--- src/shared/ser_tx_pkg.sv ---
/*
  Constants shared by the 10-bit serializer transmit control block.
  Assumes a 10 MHz system clock sampling the transmit clock pin.
*/
package ser_tx_pkg;
  localparam int unsigned DATA_W       = 10;
  localparam int unsigned FRAME_W      = 12;
  localparam int unsigned SYNC_W       = 16;
  // positions inside the synchroniser vector
  localparam int unsigned POS_DATA     = 0;
  localparam int unsigned POS_TX_CLK   = 10;
  localparam int unsigned POS_EDGE_SEL = 11;
  localparam int unsigned POS_LINE_EN  = 12;
  localparam int unsigned POS_SLEEP_N  = 13;
  localparam int unsigned POS_SYNC_A   = 14;
  localparam int unsigned POS_SYNC_B   = 15;
  // frame layout
  localparam logic        CLK_HIGH_BIT = 1'b1;
  localparam logic        CLK_LOW_BIT  = 1'b0;
  localparam logic [3:0]  LAST_SLOT    = 4'hb;
  localparam logic [9:0]  SYNC_WORD    = 10'h01f;
  localparam logic [10:0] SYNC_MIN     = 11'h400;
  localparam logic [9:0]  HOLD_RESET   = 10'h000;
  localparam logic [11:0] FRAME_RESET  = 12'h000;
  typedef enum logic [1:0] {ST_SLEEP, ST_IDLE, ST_FRAME} tx_state_t;
endpackage : ser_tx_pkg

--- src/ser_tx_control.sv ---
/*
  Transmit control of a 10-bit serializer: captures the parallel word on the
  selected transmit clock edge and sends 12-slot frames, or sync symbols.
  Assumes all pins are asynchronous to sys_clk_in and pass a synchroniser;
  the serial pair is tri-stated outside from serial_oe_out; the testbench only feeds it to ser_rx_model.
*/
//
// Contract
// - capture parallel word into 10-bit holding register on active edge; serialize it
// - edge select high picks rising, low picks falling transmit clock edge
// - line drive enable low puts both serial outputs in high impedance
// - sleep low stops multiplier, tri-states outputs, enters sleep
// - stay disabled while sleep low; resume only when driven high
// - sync request rise sends at least 1024 sync symbols before data
// - sync symbols continue while sync request stays asserted
// - the two sync request inputs are ORed
// - positive output carries the bit, negative output its complement
// - two embedded clock bits accompany each 10-bit word
// - sleep low then high resets multiplier and recovers normal operation
`timescale 1ns/1ns
`default_nettype none
module ser_tx_control
  import ser_tx_pkg::*;
(
  // clock and reset
  input  wire logic                         sys_clk_in,
  input  wire logic                         sys_rst_in,
  // parallel side
  input  wire logic [ser_tx_pkg::DATA_W-1:0] parallel_data_in,
  input  wire logic                         transmit_clock_in,
  input  wire logic                         capture_edge_select_in,
  // control pins
  input  wire logic                         line_drive_enable_in,
  input  wire logic                         sleep_n_in,
  input  wire logic                         sync_request_a_in,
  input  wire logic                         sync_request_b_in,
  // serial pair
  output logic                              serial_p_out,
  output logic                              serial_n_out,
  output logic                              serial_oe_out,
  // status
  output logic                              mult_running_out,
  output logic                              sync_active_out
);
  import ser_tx_pkg::*;

  function automatic logic [FRAME_W-1:0] build_frame(input logic [DATA_W-1:0] word);
    build_frame = {CLK_LOW_BIT, word, CLK_HIGH_BIT};
  endfunction : build_frame

  logic [SYNC_W-1:0]  pins;
  logic               tx_clk_prev;
  logic               req_prev;
  logic [DATA_W-1:0]  hold;
  logic [FRAME_W-1:0] shifter;
  logic [3:0]         slot;
  logic [10:0]        sync_left;
  tx_state_t          state;

  logic awake;
  logic cap_edge;
  logic req;
  logic req_rise;
  logic load;
  logic send_sync;
  logic frame_start;

  tx_state_t next_state;

  // synchronised pin levels
  logic               tx_clk;
  logic               edge_rising;
  logic               line_en;
  logic               sync_a;
  logic               sync_b;
  logic [DATA_W-1:0]  data_pins;

  ser_tx_sync2 #(.WIDTH(SYNC_W)) u_sync (
    .clk_in   (sys_clk_in),
    .rst_in   (sys_rst_in),
    .async_in ({sync_request_b_in, sync_request_a_in, sleep_n_in, line_drive_enable_in,
                capture_edge_select_in, transmit_clock_in, parallel_data_in}),
    .sync_out (pins)
  );

  assign tx_clk      = pins[POS_TX_CLK];
  assign edge_rising = pins[POS_EDGE_SEL];
  assign line_en     = pins[POS_LINE_EN];
  assign sync_a      = pins[POS_SYNC_A];
  assign sync_b      = pins[POS_SYNC_B];
  assign data_pins   = pins[POS_DATA +: DATA_W];

  assign awake    = pins[POS_SLEEP_N];
  assign cap_edge = edge_rising ? (tx_clk & ~tx_clk_prev)
                                : (~tx_clk & tx_clk_prev);
  assign req      = sync_a | sync_b;
  assign req_rise = req & ~req_prev;
  assign load     = (state == ST_FRAME) && (slot == LAST_SLOT);
  assign send_sync = req || (sync_left != 11'h000);
  // first frame after wake, or the back-to-back reload at the last slot
  assign frame_start = (state == ST_IDLE && cap_edge) || load;

  // edge history
  always_ff @(posedge sys_clk_in or posedge sys_rst_in) begin
    if (sys_rst_in) begin
      tx_clk_prev <= 1'b0;
      req_prev  <= 1'b0;
    end else begin
      tx_clk_prev <= tx_clk;
      req_prev  <= awake & req;
    end
  end

  // holding register; data is synchronised alongside the clock, so it stays aligned
  always_ff @(posedge sys_clk_in or posedge sys_rst_in) begin
    if (sys_rst_in) begin
      hold <= HOLD_RESET;
    end else if (awake && cap_edge) begin
      hold <= data_pins;
    end
  end

  // multiplier state: sleep forces restart, waits for a capture edge to lock
  // sleep wins from every state, so a stuck multiplier is always recoverable
  always_comb begin
    next_state = state;
    case (state)
      ST_SLEEP: begin
        if (awake) next_state = ST_IDLE;
      end
      ST_IDLE: begin
        if (!awake) next_state = ST_SLEEP;
        else if (cap_edge) next_state = ST_FRAME;
      end
      ST_FRAME: begin
        if (!awake) next_state = ST_SLEEP;
      end
      default: begin
        next_state = ST_SLEEP;
      end
    endcase
  end

  always_ff @(posedge sys_clk_in or posedge sys_rst_in) begin
    if (sys_rst_in) begin
      state <= ST_SLEEP;
    end else begin
      state <= next_state;
    end
  end

  // sync burst counter; a new request wins over the countdown
  always_ff @(posedge sys_clk_in or posedge sys_rst_in) begin
    if (sys_rst_in) begin
      sync_left <= 11'h000;
    end else if (!awake) begin
      sync_left <= 11'h000;
    end else if (req_rise) begin
      sync_left <= SYNC_MIN;
    end else if (frame_start && sync_left != 11'h000) begin
      sync_left <= sync_left - 11'h001;
    end
  end

  // frame shifter, one slot per system clock
  always_ff @(posedge sys_clk_in or posedge sys_rst_in) begin
    if (sys_rst_in) begin
      shifter <= FRAME_RESET;
      slot    <= 4'h0;
    end else if (!awake) begin
      shifter <= FRAME_RESET;
      slot    <= 4'h0;
    end else if (frame_start) begin
      shifter <= build_frame(send_sync ? SYNC_WORD : hold);
      slot    <= 4'h0;
    end else if (state == ST_FRAME) begin
      shifter <= {1'b0, shifter[FRAME_W-1:1]};
      slot    <= slot + 4'h1;
    end
  end

  // registered pin drive: positive leg
  always_ff @(posedge sys_clk_in or posedge sys_rst_in) begin
    if (sys_rst_in) begin
      serial_p_out <= 1'b0;
    end else begin
      serial_p_out <= shifter[0];
    end
  end

  // negative leg; derived from the same flop bit so the pair never skews
  always_ff @(posedge sys_clk_in or posedge sys_rst_in) begin
    if (sys_rst_in) begin
      serial_n_out <= 1'b0;
    end else begin
      serial_n_out <= ~shifter[0];
    end
  end

  // pair enable; frames keep running while the line is disabled
  always_ff @(posedge sys_clk_in or posedge sys_rst_in) begin
    if (sys_rst_in) begin
      serial_oe_out <= 1'b0;
    end else begin
      serial_oe_out <= awake && line_en && (state == ST_FRAME);
    end
  end

  // multiplier running status
  always_ff @(posedge sys_clk_in or posedge sys_rst_in) begin
    if (sys_rst_in) begin
      mult_running_out <= 1'b0;
    end else begin
      mult_running_out <= awake && (state == ST_FRAME);
    end
  end

  // sync selection status for the next frame
  always_ff @(posedge sys_clk_in or posedge sys_rst_in) begin
    if (sys_rst_in) begin
      sync_active_out <= 1'b0;
    end else begin
      sync_active_out <= awake && send_sync;
    end
  end
endmodule : ser_tx_control
`default_nettype wire

--- src/ser_tx_sync2.sv ---
/*
  Two-stage synchroniser for a vector of asynchronous pin levels.
  Assumes each bit is an independent level; no bus coherency.
*/
`timescale 1ns/1ns
`default_nettype none
module ser_tx_sync2 #(
  parameter int unsigned WIDTH = 1
) (
  // clock and reset
  input  wire logic             clk_in,
  input  wire logic             rst_in,
  // levels
  input  wire logic [WIDTH-1:0] async_in,
  output logic      [WIDTH-1:0] sync_out
);
  logic [WIDTH-1:0] stage1;

  // first stage is read by the second only
  always_ff @(posedge clk_in or posedge rst_in) begin
    if (rst_in) begin
      stage1   <= '0;
      sync_out <= '0;
    end else begin
      stage1   <= async_in;
      sync_out <= stage1;
    end
  end
endmodule : ser_tx_sync2
`default_nettype wire

--- config.mk ---
export PLATFORM = sky130hd
export DESIGN_NAME = ser_tx_control
export DESIGN_NICKNAME = d
export VERILOG_FILES = /design/src/shared/ser_tx_pkg.sv /design/src/ser_tx_control.sv /design/src/ser_tx_sync2.sv
export SDC_FILE = /design/constraint.sdc
export NUM_CORES = 1
export LEC_CHECK = 0
export BUFFER_PORTS_ARGS = -buffer_cell sky130_fd_sc_hd__buf_2
export CAP_MARGIN = 20
export CORE_ASPECT_RATIO = 2
export CORE_UTILIZATION = 40
export DETAILED_ROUTE_END_ITERATION = 10
export PLACE_DENSITY = 0.61
export REMOVE_ABC_BUFFERS = 1
export SLEW_MARGIN = 20
export SYNTH_ARGS = -nofsm -noshare
export SYNTH_HDL_FRONTEND = slang
export SYNTH_HIERARCHICAL = 1
export SYNTH_SLANG_ARGS = --single-unit
--- constraint.sdc ---
create_clock -name sys_clk_in -period 3.1 [get_ports sys_clk_in]
set_clock_uncertainty 0.2 [all_clocks]
set_input_delay 0.155 -clock sys_clk_in [delete_from_list [all_inputs] [get_ports sys_clk_in]]
set_output_delay 0.155 -clock sys_clk_in [all_outputs]
set_load 0.02 [all_outputs]
==> results of run 1 <==
power breakdown:
part	internal (mW)	switching [mW]	total [mW]
registers	1.08	0.0357	1.11
clock network	0.807	0.380	1.19
logic	0.0981	0.106	0.204
registers in the layout (all words and copies together) (netlist names):
register          count
mult_running_out      1
sync_active_out       1
u_sync/sync_out      16
tx_clk_prev           1
shifter              11
slot                  4
state                 2
req_prev              1
serial_p_out          1
sync_left            11
hold                 10
serial_oe_out         1
u_sync/stage1        16
serial_n_out          1
critical path: cells and delay by family, from the launching register on:
kind / cells / cell delay, ps
buffers and inverters: 1 / 120
AOI/OAI and AO/OA: 2 / 560
and+or+nand+nor: 2 / 810
DFF: 1 / 410
adders and majority gates: 1 / 150
cell type report:
type | instances | area (um^2)
repair buffers | 44 | 318
inverters | 6 | 22.5
multi-input cells | 151 | 1100
flip-flops and latches | 77 | 1930
well taps | 94 | 118
clock buffers | 12 | 246
clock inverters | 4 | 95.1
fillers | 723 | 3710
cells by family (layout without fill, tap and decap cells):
| kind of cell | after synthesis | in the layout | synth area share, % |
|---|---|---|---|
| fa+ha+maj | 3 | 3 | 1.20 |
| buf+inv | 21 | 66 | 2.81 |
| xor+xnor | 3 | 3 | 0.843 |
| mux | 20 | 20 | 6.82 |
| simple gates | 86 | 86 | 15.6 |
| compound gates | 39 | 39 | 11.0 |
| flops | 77 | 77 | 61.8 |
through the flow:
step                power, mW  util (%)  instance area (um^2)
floorplan                1.26         -                  3050
global placement         1.32      44.0                  3320
detailed placement       1.32      44.0                  3320
CTS                      2.54      50.8                  3830
global route             2.60      50.8                  3830
finish                   2.50      50.8                  3830
synthesized netlist by cell type, types with 2 or more instances:
cell	number	area share, %
dfrtp_1	77	62
nand2_1	32	3.9
nand2b_1	11	2.2
mux2_2	10	3.6
mux2i_1	10	3.2
clkbuf_1	8	0.96
nand4_1	8	1.6
buf_2	7	1.1
nor2_1	7	0.84
a211oi_1	6	1.4
and3_1	6	1.2
inv_1	6	0.72
a211o_1	5	1.4
o311a_1	5	1.6
a2bb2oi_1	4	1.1
and2_1	4	0.80
o2111ai_1	4	1.1
a21oi_1	3	0.48
ha_1	3	1.2
xnor2_1	3	0.84
nand3_1	2	0.32
nand4b_1	2	0.56
nor2b_1	2	0.40
o31ai_1	2	0.48
or3_1	2	0.40
layer usage:
layer,part of all wire [%],global-route usage [%]
met1,39,16.1
met2,54,26.6
met3,2.9,4.95
met5,0,0
met4,4.2,9.93
worst paths after layout:
check,end,slack [ps],depth (start not counted)
worst max-delay path,shifter[6],760,6
worst min-delay path,u_sync/sync_out[9],140,0
worst max register to register,shifter[6],760,6
worst min register to register,u_sync/sync_out[9],140,0
max in group asynchronous,hold[0],1960,4
min in group asynchronous,u_sync/stage1[14],270,4
==> flow_summary.yaml, run 1 <==
status:
  status: "complete, no violations"
detailed_routing:
  vias: 2032
  wl_per_cell_um: 14.1
  ant_nets: 0
  via_per_inst: 5.24
  wl_um: 5490
  drc: 0
  drt-initial-drc-count: 91
  dr.pass1.iters: 4
yosys:
  synth_cell_types: 45
  synth_edf_count: 0
  ys_seq_area_share_pct: 61.8
  synth-async-reset-ratio_pct: 100
  yosys_warnings: 6
  ys_ff_latch: 77
  syn_inst: 249
  synth_ff_type: "dfrtp_1"
  synth_area_per_cell_um2: 12.5
  syn_area_um2: 3120
min_path:
  hp-start: "u_sync/stage1[9]"
  hold_class: "reg -> reg"
timing:
  setup_viol: 0
  hold_ws_ps: 145
  tns_ps: 0
  layout_worst_path_cycle_share_pct: 75.4
  fin_ws_ps: 763
  rsz0062_at_grt: "no"
  max_freq_mhz: 428
  layout_min_cycle_time_ps: 2340
  relSlewSlack_pct: 54.7
  slew_viol_final: 0
  finalHoldViolCount: 0
  tightest_slew_ps: 680
final_layout:
  final_common_cell: "dfrtp_1"
  final_cell_mix: "77 x dfrtp_1, 32 x nand2_1, 22 x buf_2"
  drive_gt1_share_pct: 21.1
  syn2layout_area_growth_pct: 22.8
  diodes: 0
  fin_nets: 310
  stdcell_count: 388
setup_path:
  path_cells: "inv_1 > ha_1 > nor4b_2 > nand4_1 > a211o_1 > a2bb2oi_1"
  startpoint_type: "register"
  worstReg2RegStart: "sync_left[0]"
  crit_slowest_cell: "nand4_1"
  setup.worst_path.end_class: "register"
  critPathRequiredTime_ps: 3160
  cp_max_fo: 11
  startpoint: "sync_left[0]"
  max_stage_delay_ps: 470
  setup.worst_path.class: "reg -> reg"
  worstPathArrival_ps: 2390
global_route:
  grt_pass1_vias: 2113
  antenna_found_initial: 0
  grt_max_degree: 46
  grt_pass1_wl_um: 9450
  grt_overflow: 0
  grtUsageTotal_pct: 15.6
clock_tree:
  cts_tree: "built"
  numCtsBuffers: 9
  postCtsSetupRepairBufs: 0
  clock_sinks: 77
  cts-root-buf: "clkbuf_16"
  clk_pin_slew_ps: 60
  cts-resized-gates: 0
  cts_max_path_buffers: 2
  clock_latency_ps: 330
  hold_buffers: 17
  cts_max_level: 3
die:
  ios: 23
  std_cell_rows: 45
  start_util_pct: 41.3
  dieArea_um2: 8180
  die_w_um: 64.4
  core_area_um2: 7540
  die_h_um: 127
power:
  pwr_density_cell_nw_per_um2: 654
  peakVddDrop_mv: 0.673
  leakagePower_nw: 1.75
place:
  routabilityCongestion: 0.832
  placedCellCount: 355
  dpl_worst_slack_ps: 779
  place_hpwl_um: 3650
  portBuffers: 22
flow_run:
  cap_viol_max_count: 0
No activity file was read; power rests on OpenSTA's default activity.
==> run 2, diff against run 1 <==
Settings changed: PLACE_DENSITY 0.61 to 0.63.
Clock period 3.1 ns to 2.05 ns, I/O delays scaled along.
==> flow_summary.yaml, run 2 (synthesis results as in run 1) <==
die:
  std_cell_rows: 45
  die_h_um: 127
  ios: 23
  start_util_pct: 41.3
  core_area_um2: 7540
  die_w_um: 64.4
  dieArea_um2: 8180
place:
  dpl_worst_slack_ps: 25.0
  portBuffers: 22
  routabilityCongestion: 0.831
  place_hpwl_um: 3700
power:
  leakagePower_nw: 1.80
  pwr_density_cell_nw_per_um2: 976
  peakVddDrop_mv: 0.675
  total_power_mw: 3.82
detailed_routing:
  wl_um: 5480
  via_per_inst: 5.19
  drc: 0
  drt-initial-drc-count: 60
  vias: 2035
  wl_per_cell_um: 14.0
  ant_nets: 0
  dr.pass1.iters: 4
final_layout:
  multi_input_area_um2: 1120
  diodes: 0
  drive_gt1_share_pct: 23.5
  reg_top3: "u_sync/stage1 (16), u_sync/sync_out (16)"
  final_common_cell: "dfrtp_1"
  syn2layout_area_growth_pct: 25.5
  fin_nets: 314
  regArea_um2: 1930
  final_cell_mix: "77 x dfrtp_1, 32 x nand2_1, 22 x buf_2"
  fillers: 676
setup_path:
  cp_max_fo: 11
  cp_num_buf_inv: 2
  setup.worst_path.class: "reg -> reg"
  path_cells: "inv_2 > ha_1 > nor4b_4 > nand4_1 > buf_6 > a211o_1 > a2bb2oi_1"
  critPathRequiredTime_ps: 2100
  crit_slowest_cell: "dfrtp_1"
  startpoint_type: "register"
  setup.worst_path.end_class: "register"
  worstReg2RegStart: "sync_left[0]"
  startpoint: "sync_left[0]"
  max_stage_delay_ps: 420
  critPathTopFamily: "simple AND/OR/NAND/NOR gates"
  worstPathArrival_ps: 2060
global_route:
  grt_max_degree: 46
  grt_overflow: 0
  grt_pass1_wl_um: 9230
  grtUsageTotal_pct: 15.4
  grt_pass1_vias: 2065
  antenna_found_initial: 0
clock_tree:
  cts_max_level: 3
  clock_sinks: 77
  cts_max_path_buffers: 2
  cts_tree: "built"
  clk_pin_slew_ps: 60
  postCtsSetupRepairBufs: 0
  cts-root-buf: "clkbuf_16"
  clock_latency_ps: 330
  numCtsBuffers: 9
timing:
  setup_viol: 0
  fin_ws_ps: 43.3
  layout_worst_path_cycle_share_pct: 97.9
  tightest_slew_ps: 621
  max_freq_mhz: 498
  finalHoldViolCount: 0
  relSlewSlack_pct: 58.6
  layout_min_cycle_time_ps: 2010
  slew_viol_final: 0
min_path:
  hold_class: "reg -> reg"
  hp-start: "u_sync/stage1[15]"
status:
  status: "complete, no violations"
flow_run:
  cap_viol_max_count: 0
run 2: final timing paths:
| kind | endpoint | depth (start not counted) | slack, ps |
|---|---|---|---|
| hold / removal | u_sync/sync_out[15] | 0 | 140 |
| setup / recovery | shifter[9] | 7 | 40 |
| min in group asynchronous | u_sync/sync_out[15] | 4 | 190 |
| setup reg to reg | shifter[9] | 7 | 40 |
| max in group asynchronous | sync_active_out | 4 | 980 |
| hold reg to reg | u_sync/sync_out[15] | 0 | 140 |
run 2: cell type report:
| cell class | count | area share, % |
|---|---|---|
| repair buffers | 48 | 9.62 |
| clock buffers | 11 | 6.20 |
| well taps | 94 | 3.01 |
| clock inverters | 5 | 2.75 |
| flip-flops and latches | 77 | 49.2 |
| inverters | 6 | 0.575 |
| multi-input cells | 151 | 28.6 |
run 2: timing repair:
item | 4_1_cts | 5_1_grt
pin swaps | 0 | 0
resized for setup | 1 | 4
endpoints found under the setup margin | 1 | 13
hold buffers | 17 | 0
hold endpoints to repair | 93 | 0
run 2: power breakdown:
group / internal (mW) / switching [mW]
Sequential: 1.63 / 0.0544
Clock: 1.23 / 0.587
Combinational: 0.162 / 0.163
run 2: stage by stage:
stage / hold WS [ps] / util [%] / std cells / instance area, um^2 / setup TNS (ps)
floorplan: -66.1 / - / 234 / 3050 / -1370
global placement: 7.61 / 44.7 / 359 / 3370 / 0
detailed placement: 10.6 / 44.7 / 359 / 3370 / 0
CTS: 146 / 51.7 / 392 / 3900 / 0
global route: 150 / 51.9 / 392 / 3910 / -54.1
finish: 144 / 51.9 / 392 / 3910 / 0
run 2: worst reg2reg max path, stage by stage, from the launching register on:
cell	delay, ps
dfrtp_1	420
inv_2	90
ha_1	180
nor4b_4	270
nand4_1	180
buf_6	190
a211o_1	280
a2bb2oi_1	130
run 2: routing by layer:
layer,vias up,wire [um],track usage [%]
met2,42,3080,27.2
li1,970,-,-
met5,-,0,0
met3,19,148,2.97
met4,0,252,13.1
met1,1004,2000,14.6
